--- config.mk ---
export PLATFORM = sky130hd
export DESIGN_NAME = pdr_detect_result_regs
export DESIGN_NICKNAME = d
export VERILOG_FILES = /design/src/verilog/pdr_pkg.sv /design/src/verilog/pdr_tick_div.sv /design/src/verilog/pdr_port_seq.sv /design/src/verilog/pdr_detect_result_regs.sv
export SDC_FILE = /design/constraint.sdc
export NUM_CORES = 1
export LEC_CHECK = 0
export BUFFER_PORTS_ARGS = -buffer_cell sky130_fd_sc_hd__buf_4
export CORE_UTILIZATION = 25
export DETAILED_ROUTE_END_ITERATION = 8
export HOLD_SLACK_MARGIN = 0.15
export PLACE_DENSITY_LB_ADDON = 0.1
export SYNTH_ARGS = -nofsm -noshare
export SYNTH_HDL_FRONTEND = slang
export SYNTH_SLANG_ARGS = --single-unit
--- constraint.sdc ---
create_clock -name I_REF_CLK -period 4.91 [get_ports I_REF_CLK]
set_clock_uncertainty 0.1 [all_clocks]
set_input_delay 0.982 -clock I_REF_CLK [delete_from_list [all_inputs] [get_ports I_REF_CLK]]
set_output_delay 0.982 -clock I_REF_CLK [all_outputs]
set_load 0.05 [all_outputs]
--- src/verilog/pdr_pkg.sv ---
/*
 * Shared constants and types for the port detection result block:
 * command codes of the resistance registers, widths, reset values,
 * clock and timing figures, and the per-port power sequencing states.
 * Assumes a single 10 MHz controller clock.
 */
package pdr_pkg;

    // -------------------------------------------------------------
    // register map (command codes)
    // -------------------------------------------------------------
    localparam logic [7:0] CMD_RES_PORT1 = 8'h44;
    localparam logic [7:0] CMD_RES_PORT2 = 8'h45;
    localparam logic [7:0] CMD_RES_PORT3 = 8'h46;
    localparam logic [7:0] CMD_RES_PORT4 = 8'h47;
    localparam logic [7:0] RD_UNMAPPED = 8'h00;

    // -------------------------------------------------------------
    // fields and reset values
    // -------------------------------------------------------------
    localparam int NUM_PORTS = 4;
    localparam int RES_W = 8;
    localparam int RES_MSB = 7;
    localparam int RES_LSB = 0;
    localparam logic [7:0] RES_RST = 8'h00;
    // ohms per count; the printed value is absent, plain default
    localparam int RES_STEP_OHM = 256;

    // -------------------------------------------------------------
    // timing
    // -------------------------------------------------------------
    localparam int CLK_PERIOD_NS = 100;
    localparam int TICK_NS = 1000000;
    localparam int TICK_CYC = TICK_NS / CLK_PERIOD_NS;
    localparam int COOL_MS = 1000;
    localparam int COOL_W = 16;

    // -------------------------------------------------------------
    // port power sequencing
    // -------------------------------------------------------------
    typedef enum logic [1:0] {
        PS_OFF  = 2'b00,
        PS_ON   = 2'b01,
        PS_COOL = 2'b10
    } pdr_state_t;

endpackage

--- src/verilog/pdr_tick_div.sv ---
/*
 * Divider that turns the controller clock into a one-cycle
 * millisecond enable pulse for the cool-down timers.
 * Assumes a synchronous active-high reset on the same clock.
 */
`timescale 1ns/1ns
`default_nettype none

module pdr_tick_div
    import pdr_pkg::*;
#(
    parameter int DIV = TICK_CYC
)
(
    input wire logic i_clk,
    input wire logic i_srst,
    output logic o_tick
);

    if (DIV < 2 || DIV > 65536)
    begin : g_bad_div
        $error("divider ratio out of range");
    end

    logic [15:0] cnt_r;

    always_ff @(posedge i_clk)
    begin
        if (i_srst)
        begin
            cnt_r <= 16'h0000;
            o_tick <= 1'b0;
        end
        else if (cnt_r == 16'(DIV - 1))
        begin
            cnt_r <= 16'h0000;
            o_tick <= 1'b1;
        end
        else
        begin
            cnt_r <= cnt_r + 16'h0001;
            o_tick <= 1'b0;
        end
    end

endmodule

`default_nettype wire

--- src/verilog/pdr_port_seq.sv ---
/*
 * Power-down and detection-restart sequencer of one port: powers the
 * port off on command, disconnect or fault, runs the cool-down after a
 * fault and restarts detection or classification at its end.
 * Assumes all inputs come from logic on the same clock.
 */
`timescale 1ns/1ns
`default_nettype none

module pdr_port_seq
    import pdr_pkg::*;
#(
    parameter int COOL_TICKS = COOL_MS
)
(
    input wire logic i_clk,
    input wire logic i_srst,
    input wire logic i_tick,
    input wire logic i_pwr_on,
    input wire logic i_pwr_off,
    input wire logic i_disconnect,
    input wire logic i_fault,
    input wire logic i_det_en,
    input wire logic i_cls_en,
    input wire logic i_detcls_cmd,
    output logic o_power,
    output logic o_cool,
    output logic o_det_start,
    output logic o_cls_start
);

    if (COOL_TICKS < 1 || COOL_TICKS >= (1 << COOL_W))
    begin : g_bad_cool
        $error("cool-down length out of range");
    end

    pdr_state_t state_r;
    logic [COOL_W-1:0] cool_cnt_r;
    logic cool_end;

    assign cool_end = (state_r == PS_COOL) && i_tick
        && (cool_cnt_r == COOL_W'(1));
    assign o_power = (state_r == PS_ON);
    assign o_cool = (state_r == PS_COOL);

    // -------------------------------------------------------------
    // power state
    // -------------------------------------------------------------
    always_ff @(posedge i_clk)
    begin
        if (i_srst)
        begin
            state_r <= PS_OFF;
        end
        else
        begin
            case (state_r)
                PS_OFF:
                begin
                    if (i_pwr_on)
                    begin
                        state_r <= PS_ON;
                    end
                end
                PS_ON:
                begin
                    // fault wins: it must also start the cool-down
                    if (i_fault)
                    begin
                        state_r <= PS_COOL;
                    end
                    else if (i_pwr_off || i_disconnect)
                    begin
                        state_r <= PS_OFF;
                    end
                end
                PS_COOL:
                begin
                    if (cool_end)
                    begin
                        state_r <= PS_OFF;
                    end
                end
                default:
                begin
                    state_r <= PS_OFF;
                end
            endcase
        end
    end

    // -------------------------------------------------------------
    // cool-down timer, in millisecond ticks
    // -------------------------------------------------------------
    always_ff @(posedge i_clk)
    begin
        if (i_srst)
        begin
            cool_cnt_r <= '0;
        end
        else if (state_r == PS_ON && i_fault)
        begin
            cool_cnt_r <= COOL_W'(COOL_TICKS);
        end
        else if (state_r == PS_COOL && i_tick)
        begin
            cool_cnt_r <= cool_cnt_r - COOL_W'(1);
        end
    end

    // -------------------------------------------------------------
    // detection / classification starts
    // -------------------------------------------------------------
    // a command seen during cool-down is dropped, but the end of cool-down
    // starts whatever the enable bits then ask for, with or without one
    always_ff @(posedge i_clk)
    begin
        if (i_srst)
        begin
            o_det_start <= 1'b0;
            o_cls_start <= 1'b0;
        end
        else if (cool_end)
        begin
            o_det_start <= i_det_en;
            o_cls_start <= i_cls_en;
        end
        else if (state_r == PS_OFF && i_detcls_cmd)
        begin
            o_det_start <= i_det_en;
            o_cls_start <= i_cls_en;
        end
        else
        begin
            o_det_start <= 1'b0;
            o_cls_start <= 1'b0;
        end
    end

endmodule

`default_nettype wire

--- src/verilog/pdr_detect_result_regs.sv ---
/*
 * Detection resistance result registers of ports 1 to 4, read by the
 * host through the controller's command-code register access, plus the
 * per-port power-down and detection-restart sequencing.
 * Assumes the command interface, measurement results and port events
 * come from logic on I_REF_CLK; no synchronisers are needed.
 */
`timescale 1ns/1ns
`default_nettype none

// What this block does
// - four read-only byte registers at codes 44h to 47h, zero after reset
// - each register holds its own port's 8-bit result in bits 7 to 0
// - each finished two-point measurement overwrites that port's register
// - switching a port off leaves its stored count untouched
// - resistance is the stored count times a fixed step
// - port loses power on off command, disconnect, or fault
// - after off command or disconnect, restart waits for a host request
// - after a fault, cool-down holds off detect and class commands
// - cool-down end auto-starts detection or class when enabled
module pdr_detect_result_regs
    import pdr_pkg::*;
#(
    parameter int TICK_CYCLES = TICK_CYC,
    parameter int COOL_TICKS = COOL_MS
)
(
    input wire logic I_REF_CLK,
    input wire logic I_SRST,
    input wire logic [NUM_PORTS-1:0] I_MEAS_DONE,
    input wire logic [NUM_PORTS*RES_W-1:0] I_MEAS_COUNT,
    input wire logic I_CMD_VALID,
    input wire logic I_CMD_WRITE,
    input wire logic [7:0] I_CMD_CODE,
    input wire logic [7:0] I_CMD_WDATA,
    output logic [7:0] O_RD_DATA,
    output logic O_RD_HIT,
    input wire logic [NUM_PORTS-1:0] I_PWR_ON_CMD,
    input wire logic [NUM_PORTS-1:0] I_PWR_OFF_CMD,
    input wire logic [NUM_PORTS-1:0] I_DISCONNECT,
    input wire logic [NUM_PORTS-1:0] I_START_FAULT,
    input wire logic [NUM_PORTS-1:0] I_CUTOFF_FAULT,
    input wire logic [NUM_PORTS-1:0] I_LIMIT_FAULT,
    input wire logic [NUM_PORTS-1:0] I_DET_EN,
    input wire logic [NUM_PORTS-1:0] I_CLS_EN,
    input wire logic [NUM_PORTS-1:0] I_DETCLS_CMD,
    output logic [NUM_PORTS-1:0] O_PORT_POWER,
    output logic [NUM_PORTS-1:0] O_COOLDOWN,
    output logic [NUM_PORTS-1:0] O_DET_START,
    output logic [NUM_PORTS-1:0] O_CLS_START
);

    if (NUM_PORTS != 4 || RES_W != 8)
    begin : g_bad_map
        $error("register map serves four byte-wide ports only");
    end

    // -------------------------------------------------------------
    // storage
    // -------------------------------------------------------------
    logic [RES_W-1:0] res_r [NUM_PORTS];
    logic tick;
    logic rd_req;
    logic wr_req;
    logic [7:0] rd_nxt;
    logic hit_nxt;

    // resistance in ohms is res_r times RES_STEP_OHM; kept as a count
    // so software scales it and no multiplier sits in the fabric
    for (genvar p = 0; p < NUM_PORTS; p++)
    begin : g_res
        always_ff @(posedge I_REF_CLK)
        begin
            if (I_SRST)
            begin
                res_r[p] <= RES_RST;
            end
            else if (I_MEAS_DONE[p])
            begin
                // only the measurement path writes here, and power-down
                // has no clearing path
                res_r[p] <= I_MEAS_COUNT[p*RES_W +: RES_W];
            end
        end
    end

    // -------------------------------------------------------------
    // command-code read access
    // -------------------------------------------------------------
    assign rd_req = I_CMD_VALID && !I_CMD_WRITE;
    // writes are decoded only to be dropped; the registers have no
    // write path, so the data byte is never looked at
    assign wr_req = I_CMD_VALID && I_CMD_WRITE;

    always_comb
    begin
        rd_nxt = RD_UNMAPPED;
        hit_nxt = 1'b1;
        case (I_CMD_CODE)
            CMD_RES_PORT1: rd_nxt = res_r[0];
            CMD_RES_PORT2: rd_nxt = res_r[1];
            CMD_RES_PORT3: rd_nxt = res_r[2];
            CMD_RES_PORT4: rd_nxt = res_r[3];
            default: hit_nxt = 1'b0;
        endcase
    end

    // read answer stands until the next read request
    always_ff @(posedge I_REF_CLK)
    begin
        if (I_SRST)
        begin
            O_RD_DATA <= RD_UNMAPPED;
            O_RD_HIT <= 1'b0;
        end
        else if (rd_req)
        begin
            O_RD_DATA <= rd_nxt;
            O_RD_HIT <= hit_nxt;
        end
    end

    // -------------------------------------------------------------
    // power sequencing
    // -------------------------------------------------------------
    pdr_tick_div #(
        .DIV(TICK_CYCLES)
    ) u_tick (
        .i_clk(I_REF_CLK),
        .i_srst(I_SRST),
        .o_tick(tick)
    );

    for (genvar p = 0; p < NUM_PORTS; p++)
    begin : g_port
        pdr_port_seq #(
            .COOL_TICKS(COOL_TICKS)
        ) u_seq (
            .i_clk(I_REF_CLK),
            .i_srst(I_SRST),
            .i_tick(tick),
            .i_pwr_on(I_PWR_ON_CMD[p]),
            .i_pwr_off(I_PWR_OFF_CMD[p]),
            .i_disconnect(I_DISCONNECT[p]),
            .i_fault(I_START_FAULT[p] || I_CUTOFF_FAULT[p]
                || I_LIMIT_FAULT[p]),
            .i_det_en(I_DET_EN[p]),
            .i_cls_en(I_CLS_EN[p]),
            .i_detcls_cmd(I_DETCLS_CMD[p]),
            .o_power(O_PORT_POWER[p]),
            .o_cool(O_COOLDOWN[p]),
            .o_det_start(O_DET_START[p]),
            .o_cls_start(O_CLS_START[p])
        );
    end
endmodule

`default_nettype wire

==> flow_summary.ini, run 1 <==
[clock_network]
cts_sinks = 138
tritoncts = built
cts-root-buf = clkbuf_16
post_cts_buffers = 0
insertion_delay_ns = 0.42
numCtsBuffers = 17
cts_max_level = 4
cts_resized = 0
path_clk_slew_ns = 0.07
clk_path_buf_depth = 2
hold_buffers = 0

[sta]
fin_setup_tns_ns = 0
fin_crit_sh_pct = 53.8
rsz0062_at_grt = false
fin_crit_ns = 2.64
slew_headroom_pct = 37.6
fmax_ghz = 0.379
slew_violations = 0
worst_slew_pin_slew_ns = 0.927
whs_ns = 0.357
hold_viol = 0
setup_viol_count_final = 0

[route]
via_per_inst = 4.58
vias = 4882
antenna_left = 0
wirelength_um = 14500
dr.pass1.iters = 5
drc = 0
avgRoutedWirePerCell_um = 13.7
drt_iter0_markers = 181

[finish]
nFillCells = 2516
nNetsFinal = 829
final_common_cell = buf_4
final_cell_mix = buf_4, dfxtp_1, a21oi_1
ff_latch_area_um2 = 3080
n_antenna_cell = 0
drive_gt1_share_pct = 23.1
multiInputGateArea_um2 = 2970
syn2layout_area_growth_pct = 25.7

[placement]
hpwl_um = 10500
place_congestion = 0.763
port_buffers = 108

[power_and_ir_drop]
seq_power_share_pct = 44.5
clockPowerShare_pct = 46.3
p_int_mw = 2.02
p_switching_uw = 766
vdd_drop_max_mv = 0.197
sw_frac_of_total_pct = 27.5
power_density_nw_per_um2 = 351
share_comb_of_total_power_pct = 9.2
power_leakage_nw = 2.89

[floorplanning]
coreArea_um2 = 24500
die_y_um = 161
die_area_um2 = 25900
die_w_um = 161
rows = 57
ioPinCount = 117
initial_utilization_pct = 25.8

[logic_synthesis]
synthCells = 638
yosys_warnings = 0
synthArstFlopShare_pct = 0
ys_types = 54
synth_edf_count = 32
netlist_area_um2 = 6320
ys.flop_type = dfxtp_1
seq_area_frac_synth_pct = 48.8
synth_fp_nets = 739
syn_avg_cell_area_um2 = 9.90
synth_seq_cells = 138

[setup_path]
worstSetupPathType = flop to output port
crit_arrival_ns = 1.56
cp_data_required_time_ns = 3.83
worst_setup_path_start_kind = flop
path_max_fanout = 6
crit_path_end_kind = output port

[global_route]
grt_util_all_layers_pct = 11.6
grt-ovfl-total = 0
grt_max_degree = 59
grt_pass1_vias = 4829
antenna_found_initial = 0
grt_pass1_wl_um = 23900

[status]
status = finished, final reports clean

[worst_hold_path]
min_path_type = flop to flop

[flow_run]
maxCapViolCount = 0
state kept, by name, indices dropped and copies added (netlist names):
name,count
g_port.u_seq.o_det_start,4
O_RD_DATA,8
g_port.u_seq.o_cls_start,4
u_tick.cnt_r,16
g_port.u_seq.cool_cnt_r,64
res_r,32
O_RD_HIT,1
u_tick.o_tick,1
g_port.u_seq.state_r,8
synth_stat cells (5+ instances only):
cell type	n	area share [%]
nor3b_1	9	1.1
xnor2_1	26	3.6
mux4_2	8	2.9
nand4_1	11	1.1
a21oi_1	55	4.4
nor2_1	45	2.7
and2_1	33	3.3
edfxtp_1	32	15
nand3_1	13	1.0
or3_1	12	1.2
ha_1	9	1.8
nand2b_1	12	1.2
nand2_1	37	2.2
mux2i_1	5	0.79
o31ai_1	16	1.9
or2_2	9	0.89
or4_1	19	2.3
clkbuf_1	18	1.1
o21ai_0	7	0.55
nor2b_1	13	1.3
xor2_1	21	2.9
dfxtp_1	106	34
inv_1	13	0.77
nor3_1	24	1.9
nor4_1	14	1.4
buf_4	16	1.9
kinds of logic (layout without fill, tap and decap cells):
group,Yosys count,count (layout),synth area share (%)
flops,138,138,48.8
xor+xnor,47,47,6.51
mux,13,13,3.64
simple gates,282,282,25.8
buf+inv,52,155,4.28
compound gates,97,97,9.23
fa+ha+maj,9,9,1.78
cell type report:
| type | count | area share [%] |
|---|---|---|
| Clock buffer | 17 | 5.36 |
| Sequential cell | 138 | 38.8 |
| Inverter | 14 | 0.662 |
| Tap cell | 324 | 5.10 |
| Multi-Input combinational cell | 448 | 37.3 |
| Clock inverter | 15 | 2.41 |
| Timing Repair Buffer | 109 | 10.3 |
power by group through the flow:
stage | Combinational (mW) | Clock, mW | Sequential [mW]
3_5_place_dp | 0.261 | 0 | 1.27
4_1_cts | 0.262 | 1.34 | 1.24
3_3_place_gp | 0.256 | 0 | 1.26
2_1_floorplan | 0.179 | 0 | 1.26
5_1_grt | 0.283 | 1.38 | 1.25
6_report | 0.257 | 1.29 | 1.24
worst max-delay path, stage by stage, from the launching register on:
cell     delay, ns
dfxtp_1       0.40
nor2b_1       0.44
buf_4         0.29
metrics by stage:
| stage | utilization [%] | cell area, µm² | power [mW] | cells | setup WS [ns] |
|---|---|---|---|---|---|
| after floorplan | - | 6320 | 1.44 | 638 | 2.42 |
| after global placement | 29.9 | 7320 | 1.52 | 1033 | 2.03 |
| after detailed placement | 29.9 | 7320 | 1.53 | 1033 | 2.04 |
| after CTS | 32.4 | 7940 | 2.84 | 1065 | 2.25 |
| after global routing | 32.4 | 7940 | 2.91 | 1065 | 2.15 |
| final | 32.4 | 7940 | 2.79 | 1065 | 2.27 |
layer usage:
layer / global-route usage (%) / routed length, µm
met1: 14.5 / 6790
met2: 19.2 / 6950
met3: 2.95 / 643
met4: 3.99 / 159
met5: 0 / 0
worst paths after layout:
check                                                   start                              to  slack [ns]  depth (start not counted)
worst max register to register  g_port[0].u_seq.cool_cnt_r[3]  g_port[0].u_seq.cool_cnt_r[13]        2.41                          4
worst min-delay path                             O_RD_DATA[4]                    O_RD_DATA[4]        0.36                          2
worst max-delay path               g_port[1].u_seq.state_r[1]                   O_COOLDOWN[1]        2.27                          2
worst min register to register                   O_RD_DATA[4]                    O_RD_DATA[4]        0.36                          2
Note: power is estimated with default switching activity, not from simulation.
==> run 2, diff against run 1 <==
Settings changed: ABC_AREA set to 1.
Clock period 4.91 ns to 2.5 ns, I/O delays scaled along.
==> flow_summary.ini, run 2 <==
[route]
drt-met1-wl_um = 9240
highest-signal-layer = met4
antenna_left = 0
wl_met2_um = 8050
wirelength_um = 18100
dr.pass1.iters = 5
drt_iter0_markers = 275
vias = 6172
drc = 0
dr_wl_met3_um = 545
avgRoutedWirePerCell_um = 12.3
via_per_inst = 4.19

[logic_synthesis]
yosys_warnings = 0
ys.flop_type = dfxtp_1
synth_top_area_share_pct = 30.3
yosys.area.top_type = dfxtp_1
synth_area_leaders = dfxtp_1, edfxtp_1, nand2_1
synthArstFlopShare_pct = 0
ys_types = 37
synthCells = 980
seq_area_frac_synth_pct = 44.1
synth_edf_count = 32
synth_top_family_by_area = simple AND/OR/NAND/NOR gates
syn_avg_cell_area_um2 = 7.14
synth_fp_nets = 1081
synth-compound-area-share_pct = 9.16
synthMuxAreaShare_pct = 0
synthTopCellsByCount = nand2_1, nor2_1, inv_1
yosys.area_share.simple_pct = 33.3
yosys.area_share.xor_xnor_pct = 0.876
synth_seq_cells = 138
netlist_area_um2 = 7000
synth_most_common_cell = nand2_1
synth_fa_ha_area_share_pct = 1.61

[global_route]
antenna_found_initial = 0
grt_util_all_layers_pct = 13.3
grt_pass1_wl_um = 29800
grt_pass1_vias = 5990
grt-ovfl-total = 0
grt_max_degree = 34

[finish]
top_regs = g_port.u_seq.cool_cnt_r x64, res_r x32, u_tick.cnt_r x16
drive_gt1_share_pct = 17.4
top_register = g_port.u_seq.cool_cnt_r
fin_area_um2 = 8810
n_antenna_cell = 0
finish.utilization_pct = 32.4
final_cell_mix = nand2_1, nor2_1, inv_1
final_common_cell = nand2_1
syn2layout_area_growth_pct = 25.9
nNetsFinal = 1190
largest_register_ffs = 64
nFillCells = 3031

[clock_network]
path_clk_slew_ns = 0.06
post_cts_buffers = 0
hold_buffers = 0
cts_max_level = 4
clk_path_buf_depth = 2
cts_sinks = 138
cts_resized = 0
numCtsBuffers = 17
cts-root-buf = clkbuf_16
insertion_delay_ns = 0.43
tritoncts = built

[setup_path]
worst_setup_path_start_kind = flop
worstSetupPathType = flop to output port
r2r-end = g_port[2].u_seq.o_det_start
cp_data_required_time_ns = 1.90
rrSetupSlack_ns = 0.60
r2r_cells = 7
crit_path_end_kind = output port
startpoint = g_port[2].u_seq.state_r[0]
crit_arrival_ns = 1.32
path_max_fanout = 4
reg2reg_from = g_port[2].u_seq.cool_cnt_r[7]

[placement]
dpl_cell_area_um2 = 8160
hpwl_um = 14000
place_congestion = 0.790
port_buffers = 108

[power_and_ir_drop]
power_density_nw_per_um2 = 701
vdd_drop_max_mv = 0.266
power_leakage_nw = 3.98

[sta]
slew_headroom_pct = 63.0
hold_viol = 0
rsz0062_at_grt = false
setup_viol_count_final = 0
slew_violations = 0
worst_slew_pin_slew_ns = 0.550
fin_crit_ns = 1.92
fin_setup_tns_ns = 0
fin_crit_sh_pct = 76.7
fmax_ghz = 0.522
whs_ns = 0.188

[floorplanning]
ioPinCount = 117
die_y_um = 169
initial_utilization_pct = 25.7
die_area_um2 = 28700
die_w_um = 169
coreArea_um2 = 27200
rows = 60

[worst_hold_path]
hold_end = g_port[3].u_seq.o_cls_start
min_path_type = input pin to flop
hold_start = I_CLS_EN[3]
holdPathStages = 3

[status]
status = finished, final reports clean

[flow_run]
maxCapViolCount = 0
[run 2: cell types whose count changed after synthesis, moves of 16 or more]
cell	change
inv_1	+134
or4_1	-19
o31ai_1	-16
o21ai_0	+29
xor2_1	-16
and2_1	-32
nor2_1	+105
xnor2_1	-24
nand2_1	+158
nand3_1	+71
[run 2: worst max-delay path, stage by stage, from the launching register on]
cell and delay [ns]:
dfxtp_1 0.40, inv_1 0.06, nor2_1 0.19, buf_4 0.24
[run 2: power by group]
part	switching, mW	total (mW)	leakage [nW]	internal, mW
Clock	0.996	2.79	0.315	1.79
Combinational	0.562	0.885	2.46	0.322
Sequential	0.0900	2.50	1.21	2.41
[run 2: cells by family after synthesis]
| kind of cell | after synthesis |
|---|---|
| simple gates | 523 |
| buf+inv | 183 |
| compound gates | 120 |
| xor+xnor | 7 |
| fa+ha+maj | 9 |
| flops | 138 |
[run 2: worst max path at each step]
stage | to | slack, ns
after floorplan | res_r[0][0] | 0.82
after global placement | O_RD_DATA[6] | 0.55
after detailed placement | g_port[0].u_seq.cool_cnt_r[12] | 0.56
after CTS | O_PORT_POWER[2] | 0.55
after global routing | g_port[2].u_seq.o_det_start | 0.38
final | O_PORT_POWER[2] | 0.58
[run 2: area by class of cell]
| type | instances | area, µm² | area share (%) |
|---|---|---|---|
| tap | 372 | 465 | 5.28 |
| inverter | 155 | 582 | 6.61 |
| multi-input combinational | 659 | 3140 | 35.7 |
| sequential | 138 | 3080 | 35.0 |
| clock buffer | 22 | 487 | 5.53 |
| clock inverter | 10 | 161 | 1.83 |
| timing repair buffer | 118 | 886 | 10.1 |
[run 2: metal layers]
metal,up-vias,global-route usage [%]
met4,0,5.17
met3,22,2.45
met1,2720,18.0
met2,84,20.8
met5,-,0
li1,3346,-
[run 2: stage by stage]
stage	std cells	power (mW)	worst slack, ns
global placement	1442	3.45	0.549
CTS	1474	6.28	0.546
finish	1474	6.17	0.583
global route	1474	6.49	0.379
detailed placement	1442	3.44	0.563
floorplan	980	3.15	0.820
